## config.mk

```make
export PLATFORM = sky130hd
export DESIGN_NAME = sltpg_top
export DESIGN_NICKNAME = d
export VERILOG_FILES = /design/src/rtl/sltpg_pkg.sv /design/src/rtl/sltpg_top.sv
export VERILOG_INCLUDE_DIRS = /design/src /design/src/rtl
export SDC_FILE = /design/constraint.sdc
export NUM_CORES = 1
export LEC_CHECK = 0
export BUFFER_PORTS_ARGS = -buffer_cell sky130_fd_sc_hd__buf_2
export CAP_MARGIN = 20
export CORE_UTILIZATION = 64
export CTS_BUF_LIST = sky130_fd_sc_hd__clkbuf_8
export DETAILED_ROUTE_END_ITERATION = 12
export HOLD_SLACK_MARGIN = 0.12
export PLACE_DENSITY = 0.83
export RECOVER_POWER = 100
export SETUP_SLACK_MARGIN = 0.05
export SLEW_MARGIN = 15
export SYNTH_ARGS = -nofsm -noshare
export SYNTH_HDL_FRONTEND = slang
export SYNTH_SLANG_ARGS = --single-unit
```

## constraint.sdc

```tcl
create_clock -name i_core_clk -period 6.95 [get_ports i_core_clk]
set_input_delay 1.39 -clock i_core_clk [delete_from_list [all_inputs] [get_ports i_core_clk]]
set_output_delay 1.39 -clock i_core_clk [all_outputs]
set_load 0.01 [all_outputs]
```

## src/rtl/sltpg_cfg.svh

```systemverilog
// Purpose: Offsets, field positions, codes, seeds and taps of the generator
// Assumes: Byte-wide register space with 12-bit addresses
// Notes: Included by the generator and by its bench
`ifndef SLTPG_CFG_SVH
`define SLTPG_CFG_SVH
// Register offsets
`define SLTPG_ADDR_SOFT_RST 12'h000
`define SLTPG_ADDR_CTRL 12'h573
`define SLTPG_ADDR_USER_LO 12'h551
`define SLTPG_ADDR_USER_HI 12'h558
`define SLTPG_SOFT_RST_VAL 8'h81
`define SLTPG_CTRL_RST 8'h00
// Control fields
`define SLTPG_CODE_MSB 3
`define SLTPG_CODE_LSB 0
`define SLTPG_POINT_MSB 5
`define SLTPG_POINT_LSB 4
// Pattern codes
`define SLTPG_CODE_OFF 4'h0
`define SLTPG_CODE_CHECK 4'h1
`define SLTPG_CODE_TOGGLE 4'h2
`define SLTPG_CODE_PN31 4'h3
`define SLTPG_CODE_PN23 4'h4
`define SLTPG_CODE_PN15 4'h5
`define SLTPG_CODE_PN9 4'h6
`define SLTPG_CODE_PN7 4'h7
`define SLTPG_CODE_RAMP 4'h8
`define SLTPG_CODE_REPEAT 4'hE
`define SLTPG_CODE_SINGLE 4'hF
// Fixed words
`define SLTPG_CHECK_A 16'h5555
`define SLTPG_CHECK_B 16'hAAAA
`define SLTPG_ONES 16'hFFFF
// Sequence lengths, taps and seeds
`define SLTPG_PN31_LEN 5'h1F
`define SLTPG_PN31_TAP 5'h1C
`define SLTPG_PN31_SEED 31'h0003AFFF
`define SLTPG_PN23_LEN 5'h17
`define SLTPG_PN23_TAP 5'h12
`define SLTPG_PN23_SEED 31'h0000_3AFF
`define SLTPG_PN15_LEN 5'h0F
`define SLTPG_PN15_TAP 5'h0E
`define SLTPG_PN15_SEED 31'h0000_03AF
`define SLTPG_PN9_LEN 5'h09
`define SLTPG_PN9_TAP 5'h05
`define SLTPG_PN9_SEED 31'h0000_0092
`define SLTPG_PN7_LEN 5'h07
`define SLTPG_PN7_TAP 5'h06
`define SLTPG_PN7_SEED 31'h0000_0007
// Word widths per insertion point
`define SLTPG_W_SAMPLE 5'h10
`define SLTPG_W_SYMBOL 5'h0A
`define SLTPG_W_OCTET 5'h08
`endif

```

## src/rtl/sltpg_pkg.sv

```systemverilog
// Purpose: Types shared by the test pattern generator
// Assumes: Nothing beyond the cfg header
// Notes: Output word carried low-aligned at narrow insertion points
package sltpg_pkg;
	// Where the pattern enters the datapath
	typedef enum logic [1:0] {
		SLTPG_PT_SAMPLE = 2'b00,
		SLTPG_PT_SYMBOL = 2'b01,
		SLTPG_PT_OCTET = 2'b10,
		SLTPG_PT_RSVD = 2'b11
	} sltpg_point_t;
	// Word handed to the link datapath
	typedef struct packed {
		logic active;
		sltpg_point_t point;
		logic [15:0] data;
	} sltpg_out_t;
endpackage

```

## src/rtl/sltpg_top.sv

```systemverilog
// Purpose: Link-side test pattern generator with byte register port
// Assumes: i_step marks one frame, symbol or octet slot of the datapath
// Notes: Narrow words are low-aligned in o_tp.data, upper bits zero
// How it works
// - Control bits 3:0 pick the pattern; 0000 is off and the reset value
// - Control bits 5:4 pick the insertion point
// - Insertion points: sample input, 10-bit symbol, 8-bit scrambler octet
// - Point 00 gives 16-bit sample words
// - Code 0011: PN31, x^31+x^28+1, seed 0x0003AFFF
// - Code 0100: PN23, x^23+x^18+1, seed 0x003AFF
// - Codes 0101/0110/0111: PN15, PN9, PN7 with their seeds
// - Code 1000: ramp wrapping at the insertion point width
// - Four user words from byte registers 0x551 to 0x558
// - Code 1110: user words one to four, repeating forever
// - Code 1111: user words one to four once, then zeros
// - One pattern word per frame, shared by every sample
// - Sample point uses all sixteen user word bits
// - Point 01 truncates check, toggle and user words to their upper ten bits
// - Point 10 gives one octet per pattern step
`timescale 1ns/1ps
`include "sltpg_cfg.svh"
module sltpg_top (
	input wire logic i_core_clk,
	input wire logic i_rst,
	input wire logic i_reg_wr,
	input wire logic i_reg_rd,
	input wire logic [11:0] i_reg_addr,
	input wire logic [7:0] i_reg_wdata,
	output logic [7:0] o_reg_rdata,
	input wire logic i_step,
	input wire logic [15:0] i_norm_data,
	output sltpg_pkg::sltpg_out_t o_tp
);
	import sltpg_pkg::*;

	logic [7:0] ctrl, next_ctrl;
	logic [7:0] user [0:7];
	logic [7:0] next_user [0:7];
	logic [7:0] next_rdata;
	logic [30:0] lfsr, next_lfsr;
	logic chk, next_chk;
	logic [15:0] ramp, next_ramp;
	logic [1:0] uidx, next_uidx;
	logic udone, next_udone;
	sltpg_out_t next_tp;
	logic [3:0] code;
	sltpg_point_t point;
	logic active, reinit, soft_rst;
	logic [4:0] width, pn_len, pn_tap;
	logic [30:0] pn_seed;
	logic [15:0] cur, uword;
	logic [46:0] pn_res;

	// Shift a sequence by w bits; register bit 0 leaves first and new
	// bits enter at the top of the sequence length
	function automatic logic [46:0] pn_run(input logic [30:0] s,
		input logic [4:0] len, input logic [4:0] tap, input logic [4:0] w);
		logic [30:0] st;
		logic [15:0] b;
		logic fb;
		st = s;
		b = 16'h0000;
		fb = 1'b0;
		for (int i = 0; i < 16; i++) begin
			if (i < int'(w)) begin
				fb = st[0] ^ st[len - tap];
				b = {b[14:0], st[0]};
				st = (st >> 1) | (31'(fb) << (len - 5'h01));
			end
		end
		return {st, b};
	endfunction

	// Field decode and mode qualification
	assign code = ctrl[`SLTPG_CODE_MSB:`SLTPG_CODE_LSB];
	assign point = sltpg_point_t'(ctrl[`SLTPG_POINT_MSB:`SLTPG_POINT_LSB]);
	assign soft_rst = i_reg_wr && i_reg_addr == `SLTPG_ADDR_SOFT_RST &&
		i_reg_wdata == `SLTPG_SOFT_RST_VAL;
	assign reinit = soft_rst || (i_reg_wr && (i_reg_addr == `SLTPG_ADDR_CTRL));
	always_comb begin
		case (code)
			`SLTPG_CODE_CHECK, `SLTPG_CODE_TOGGLE, `SLTPG_CODE_PN31,
			`SLTPG_CODE_PN23, `SLTPG_CODE_PN15, `SLTPG_CODE_PN9,
			`SLTPG_CODE_PN7, `SLTPG_CODE_RAMP, `SLTPG_CODE_REPEAT,
			`SLTPG_CODE_SINGLE: active = 1'b1;
			default: active = 1'b0;
		endcase
	end

	// Word width per insertion point
	always_comb begin
		case (point)
			SLTPG_PT_SYMBOL: width = `SLTPG_W_SYMBOL;
			SLTPG_PT_OCTET: width = `SLTPG_W_OCTET;
			default: width = `SLTPG_W_SAMPLE;
		endcase
	end

	// Sequence selection for the running code
	always_comb begin
		case (code)
			`SLTPG_CODE_PN31: begin
				pn_len = `SLTPG_PN31_LEN;
				pn_tap = `SLTPG_PN31_TAP;
			end
			`SLTPG_CODE_PN23: begin
				pn_len = `SLTPG_PN23_LEN;
				pn_tap = `SLTPG_PN23_TAP;
			end
			`SLTPG_CODE_PN15: begin
				pn_len = `SLTPG_PN15_LEN;
				pn_tap = `SLTPG_PN15_TAP;
			end
			`SLTPG_CODE_PN7: begin
				pn_len = `SLTPG_PN7_LEN;
				pn_tap = `SLTPG_PN7_TAP;
			end
			default: begin
				pn_len = `SLTPG_PN9_LEN;
				pn_tap = `SLTPG_PN9_TAP;
			end
		endcase
	end

	// Seed of the code being written, so a restart loads the new sequence
	always_comb begin
		case (next_ctrl[`SLTPG_CODE_MSB:`SLTPG_CODE_LSB])
			`SLTPG_CODE_PN31: pn_seed = `SLTPG_PN31_SEED;
			`SLTPG_CODE_PN23: pn_seed = `SLTPG_PN23_SEED;
			`SLTPG_CODE_PN15: pn_seed = `SLTPG_PN15_SEED;
			`SLTPG_CODE_PN7: pn_seed = `SLTPG_PN7_SEED;
			default: pn_seed = `SLTPG_PN9_SEED;
		endcase
	end
	assign pn_res = pn_run(lfsr, pn_len, pn_tap, width);
	assign uword = udone ? 16'h0000 : {user[{uidx, 1'b1}], user[{uidx, 1'b0}]};

	// Current pattern word, low-aligned at the point width
	always_comb begin
		case (code)
			`SLTPG_CODE_CHECK: cur = (chk ? `SLTPG_CHECK_B : `SLTPG_CHECK_A)
				>> (5'h10 - width);
			`SLTPG_CODE_TOGGLE: cur = (chk ? `SLTPG_ONES : 16'h0000)
				>> (5'h10 - width);
			`SLTPG_CODE_RAMP: cur = ramp & (`SLTPG_ONES >> (5'h10 - width));
			`SLTPG_CODE_REPEAT, `SLTPG_CODE_SINGLE:
				cur = uword >> (5'h10 - width);
			default: cur = pn_res[15:0];
		endcase
	end

	// Register port: writes, soft reset and read data
	always_comb begin
		next_ctrl = ctrl;
		next_user = user;
		next_rdata = 8'h00;
		if (soft_rst) begin
			next_ctrl = `SLTPG_CTRL_RST;
		end else if (i_reg_wr && i_reg_addr == `SLTPG_ADDR_CTRL) begin
			next_ctrl = i_reg_wdata;
		end else if (i_reg_wr && i_reg_addr >= `SLTPG_ADDR_USER_LO &&
			i_reg_addr <= `SLTPG_ADDR_USER_HI) begin
			next_user[3'(i_reg_addr - `SLTPG_ADDR_USER_LO)] = i_reg_wdata;
		end
		if (i_reg_rd && i_reg_addr == `SLTPG_ADDR_CTRL) begin
			next_rdata = ctrl;
		end else if (i_reg_rd && i_reg_addr >= `SLTPG_ADDR_USER_LO &&
			i_reg_addr <= `SLTPG_ADDR_USER_HI) begin
			next_rdata = user[3'(i_reg_addr - `SLTPG_ADDR_USER_LO)];
		end
	end
	always_ff @(posedge i_core_clk or posedge i_rst) begin
		if (i_rst) begin
			ctrl <= `SLTPG_CTRL_RST;
			user <= '{default: 8'h00};
			o_reg_rdata <= 8'h00;
		end else begin
			ctrl <= next_ctrl;
			user <= next_user;
			o_reg_rdata <= next_rdata;
		end
	end

	// Generator state: advances once per step, restarts on control write
	always_comb begin
		next_lfsr = lfsr;
		next_chk = chk;
		next_ramp = ramp;
		next_uidx = uidx;
		next_udone = udone;
		next_tp.active = active;
		next_tp.point = point;
		next_tp.data = o_tp.data;
		if (!active) begin
			next_tp.data = i_norm_data;
		end else if (i_step) begin
			next_tp.data = cur;
			next_lfsr = pn_res[46:16];
			next_chk = !chk;
			next_ramp = ramp + 16'h0001;
			next_uidx = uidx + 2'b01;
			if (code == `SLTPG_CODE_SINGLE && uidx == 2'b11) begin
				next_udone = 1'b1;
			end
		end
		if (reinit) begin
			next_lfsr = pn_seed;
			next_chk = 1'b0;
			next_ramp = 16'h0000;
			next_uidx = 2'b00;
			next_udone = 1'b0;
		end
	end
	always_ff @(posedge i_core_clk or posedge i_rst) begin
		if (i_rst) begin
			lfsr <= `SLTPG_PN9_SEED;
			chk <= 1'b0;
			ramp <= 16'h0000;
			uidx <= 2'b00;
			udone <= 1'b0;
			o_tp <= '0;
		end else begin
			lfsr <= next_lfsr;
			chk <= next_chk;
			ramp <= next_ramp;
			uidx <= next_uidx;
			udone <= next_udone;
			o_tp <= next_tp;
		end
	end

	logic go;
	assign go = active && i_step && !reinit;
endmodule

```

==> flow_metrics.py <==
metrics = {
    "yosys": {
        "yosys.area.top_type": "dfrtp_1",
        "ys_seq_elements": 150,
        "ys_seq_area_share_pct": 32.9,
        "netlist.area_leader.share_pct": 32.2,
        "yosys_warnings": 0,
        "syn_nets": 1364,
        "yosys-top-cells-area": "dfrtp_1, mux2_2, mux2i_1, nand2_1, a21oi_1",
        "ys.flop_type": "dfrtp_1",
        "synth_cell_type_count": 99,
        "async_flop_share_pct": 100,
        "synth_edf_count": 0,
        "syn_inst": 1315,
        "synthesis.area_per_instance_um2": 8.69,
        "synth_area_um2": 11400,
    },
    "clock_tree": {
        "tritoncts": "done",
        "path_clk_slew_ns": 0.09,
        "ctsLongestPathBuffers": 2,
        "clk_latency_ns": 0.46,
        "cts.sinks": 150,
        "cts_resized": 0,
        "cts-root-buf": "clkbuf_8",
        "postCtsSetupBuffers": 0,
        "htree_levels": 4,
        "numCtsBuffers": 17,
        "cts_hold_buf": 0,
    },
    "finish": {
        "most-common-layout-cells": "dfrtp_1, nand2_1, nor2_1",
        "regArea_um2": 3760,
        "layout.nets": 1362,
        "utilization_pct": 69.2,
        "area_growth_pct": 5.02,
        "fillers": 1390,
        "stdcell_area_um2": 12000,
        "layout-drive-gt1-share_pct": 15.7,
        "multi_input_area_um2": 7060,
        "layout_commonest_cell": "dfrtp_1",
    },
    "global_routing": {
        "grt_max_degree": 77,
        "grt_pass1_vias": 10700,
        "antenna_found_initial": 1,
        "grt_overflow": 0,
        "grt.total_usage_pct": 42.8,
        "grt_pass1_wl_um": 59300,
    },
    "floorplan": {
        "initial_core_util_pct": 65.9,
        "io_pins": 68,
        "dieWidth_um": 136,
        "num_rows": 48,
        "dieArea_um2": 18400,
        "core-area_um2": 17400,
        "die_h_um": 136,
    },
    "drt": {
        "ant_nets": 0,
        "dr.pass1.iters": 8,
        "drc": 0,
        "vias_per_cell": 7.28,
        "drtIter0Drc": 1579,
        "wl_per_cell_um": 24.4,
        "vias": 11300,
        "drt-total-wl_um": 37800,
    },
    "power_and_ir_drop": {
        "leakagePower_nw": 5.10,
        "p_total_mw": 2.14,
        "power_density_nw_per_um2": 179,
        "ir_drop_uv": 157,
    },
    "outcome": {
        "status": "finished with violations",
        "violations": "max-capacitance violations, max-slew violations",
    },
    "sta": {
        "finalClockSkew_ns": 0.0122,
        "fin_crit_sh_pct": 86.9,
        "fin_setup_tns_ns": 0,
        "max_slew_margin_pct": -139,
        "maxSlewViolCount": 228,
        "holdWs_ns": 0.452,
        "hold_viol": 0,
        "setup_viol": 0,
        "fmax_ghz": 0.166,
        "rsz0062_at_grt": "false",
        "period_minus_slack_ns": 6.04,
        "tightest_slew_ns": 3.56,
    },
    "critical_path": {
        "critical_path_class": "reg -> reg",
        "end_kind": "flop",
        "r2r_cells": 13,
        "startpoint_type": "flop",
        "cp_data_required_time_ns": 7.30,
        "crit_arrival_ns": 6.39,
        "cp_max_fo": 21,
    },
    "placed_design": {
        "portBuffers": 67,
        "dpl_cell_area_um2": 11800,
        "gp_congestion": 1.06,
        "hpwl_um": 27000,
    },
    "job": {
        "drv_cap": 4,
    },
    "min_path": {
        "hp-class": "reg -> reg",
        "min_path_cells": 0,
    },
}
[metal layers]
metal	wire length (um)	vias to the layer above	share of wire (%)	GRT usage, %
li1	-	4889	-	-
met1	14400	5355	38	56.7
met2	16500	869	44	63.4
met3	4870	182	13	11.7
met4	2080	0	5.5	23.6
met5	0	-	0	0
[sequential cells by signal, indices dropped and copies added, names as in the netlist]
name / cells
uidx: 2
o_reg_rdata: 8
udone: 1
o_tp: 19
chk: 1
lfsr: 31
user: 64
ramp: 16
ctrl: 8
[per-stage QoR]
step                      std cells  worst slack (ns)
after global routing           1550             0.719
after detailed placement       1519              1.82
after global placement         1519              1.78
final                          1551             0.914
after floorplan                1315              1.53
after CTS                      1550              1.77
[cell families (layout without fill, tap and decap cells)]
| kind of cell | after synthesis | count (layout) | synth area share (%) |
|---|---|---|---|
| fa+ha+maj | 8 | 8 | 0.876 |
| flops | 150 | 150 | 32.9 |
| mux | 150 | 150 | 15.7 |
| other cells | 0 | 1 | 0 |
| simple gates | 447 | 447 | 19.6 |
| buf+inv | 135 | 145 | 4.96 |
| xor+xnor | 37 | 37 | 3.03 |
| compound gates | 388 | 388 | 22.9 |
[power breakdown]
| group | internal [mW] | leakage [nW] | switching (mW) |
|---|---|---|---|
| combinational | 0.168 | 2.92 | 0.336 |
| clock | 0.293 | 0.196 | 0.368 |
| sequential | 0.902 | 1.98 | 0.0764 |
| total | 1.36 | 5.10 | 0.781 |
[layout make-up]
type,instances,area share [%]
sequential,150,31.3
antenna,1,0.0208
clock buffer,17,1.95
inverter,27,0.855
tap,225,2.34
timing repair buffer,87,3.54
clock inverter,14,1.20
multi-input combinational,1030,58.8
[Yosys cell counts (17+ instances only)]
cell      instances
inv_1            27
o211ai_1         18
mux2i_1          57
mux2_2           77
nor2_1          110
clkbuf_1         77
nand2_1         134
xnor2_1          18
nor3_1           37
a31oi_1          17
nand3_1          29
a21oi_1         100
o21ai_0          83
a22oi_1          20
dfrtp_1         147
[worst max-delay path, stage by stage, from the launching register on]
cell and delay [ns]:
dfrtp_1 0.77, nor4b_4 1.10, a211oi_1 0.33, a211oi_1 0.47, nor3_1 0.18, a21oi_1 0.68, nand2_1 0.18, a31oi_1 0.33
o2111ai_1 0.21, a21oi_1 0.31, o2111ai_2 0.17, xnor2_1 0.69, a211oi_1 0.18, a211oi_1 0.31
[path summary, 6_finish.rpt]
path / from / end / slack [ns]
max: ctrl[2] / lfsr[13] / 0.91
min: ctrl[5] / o_tp[17] / 0.45
max reg2reg: ctrl[2] / lfsr[13] / 0.91
min reg2reg: ctrl[5] / o_tp[17] / 0.45
max in group asynchronous: i_rst / uidx[0] / 1.93
min in group asynchronous: i_rst / o_reg_rdata[7] / 1.95
No activity file was read; power rests on OpenSTA's default activity.
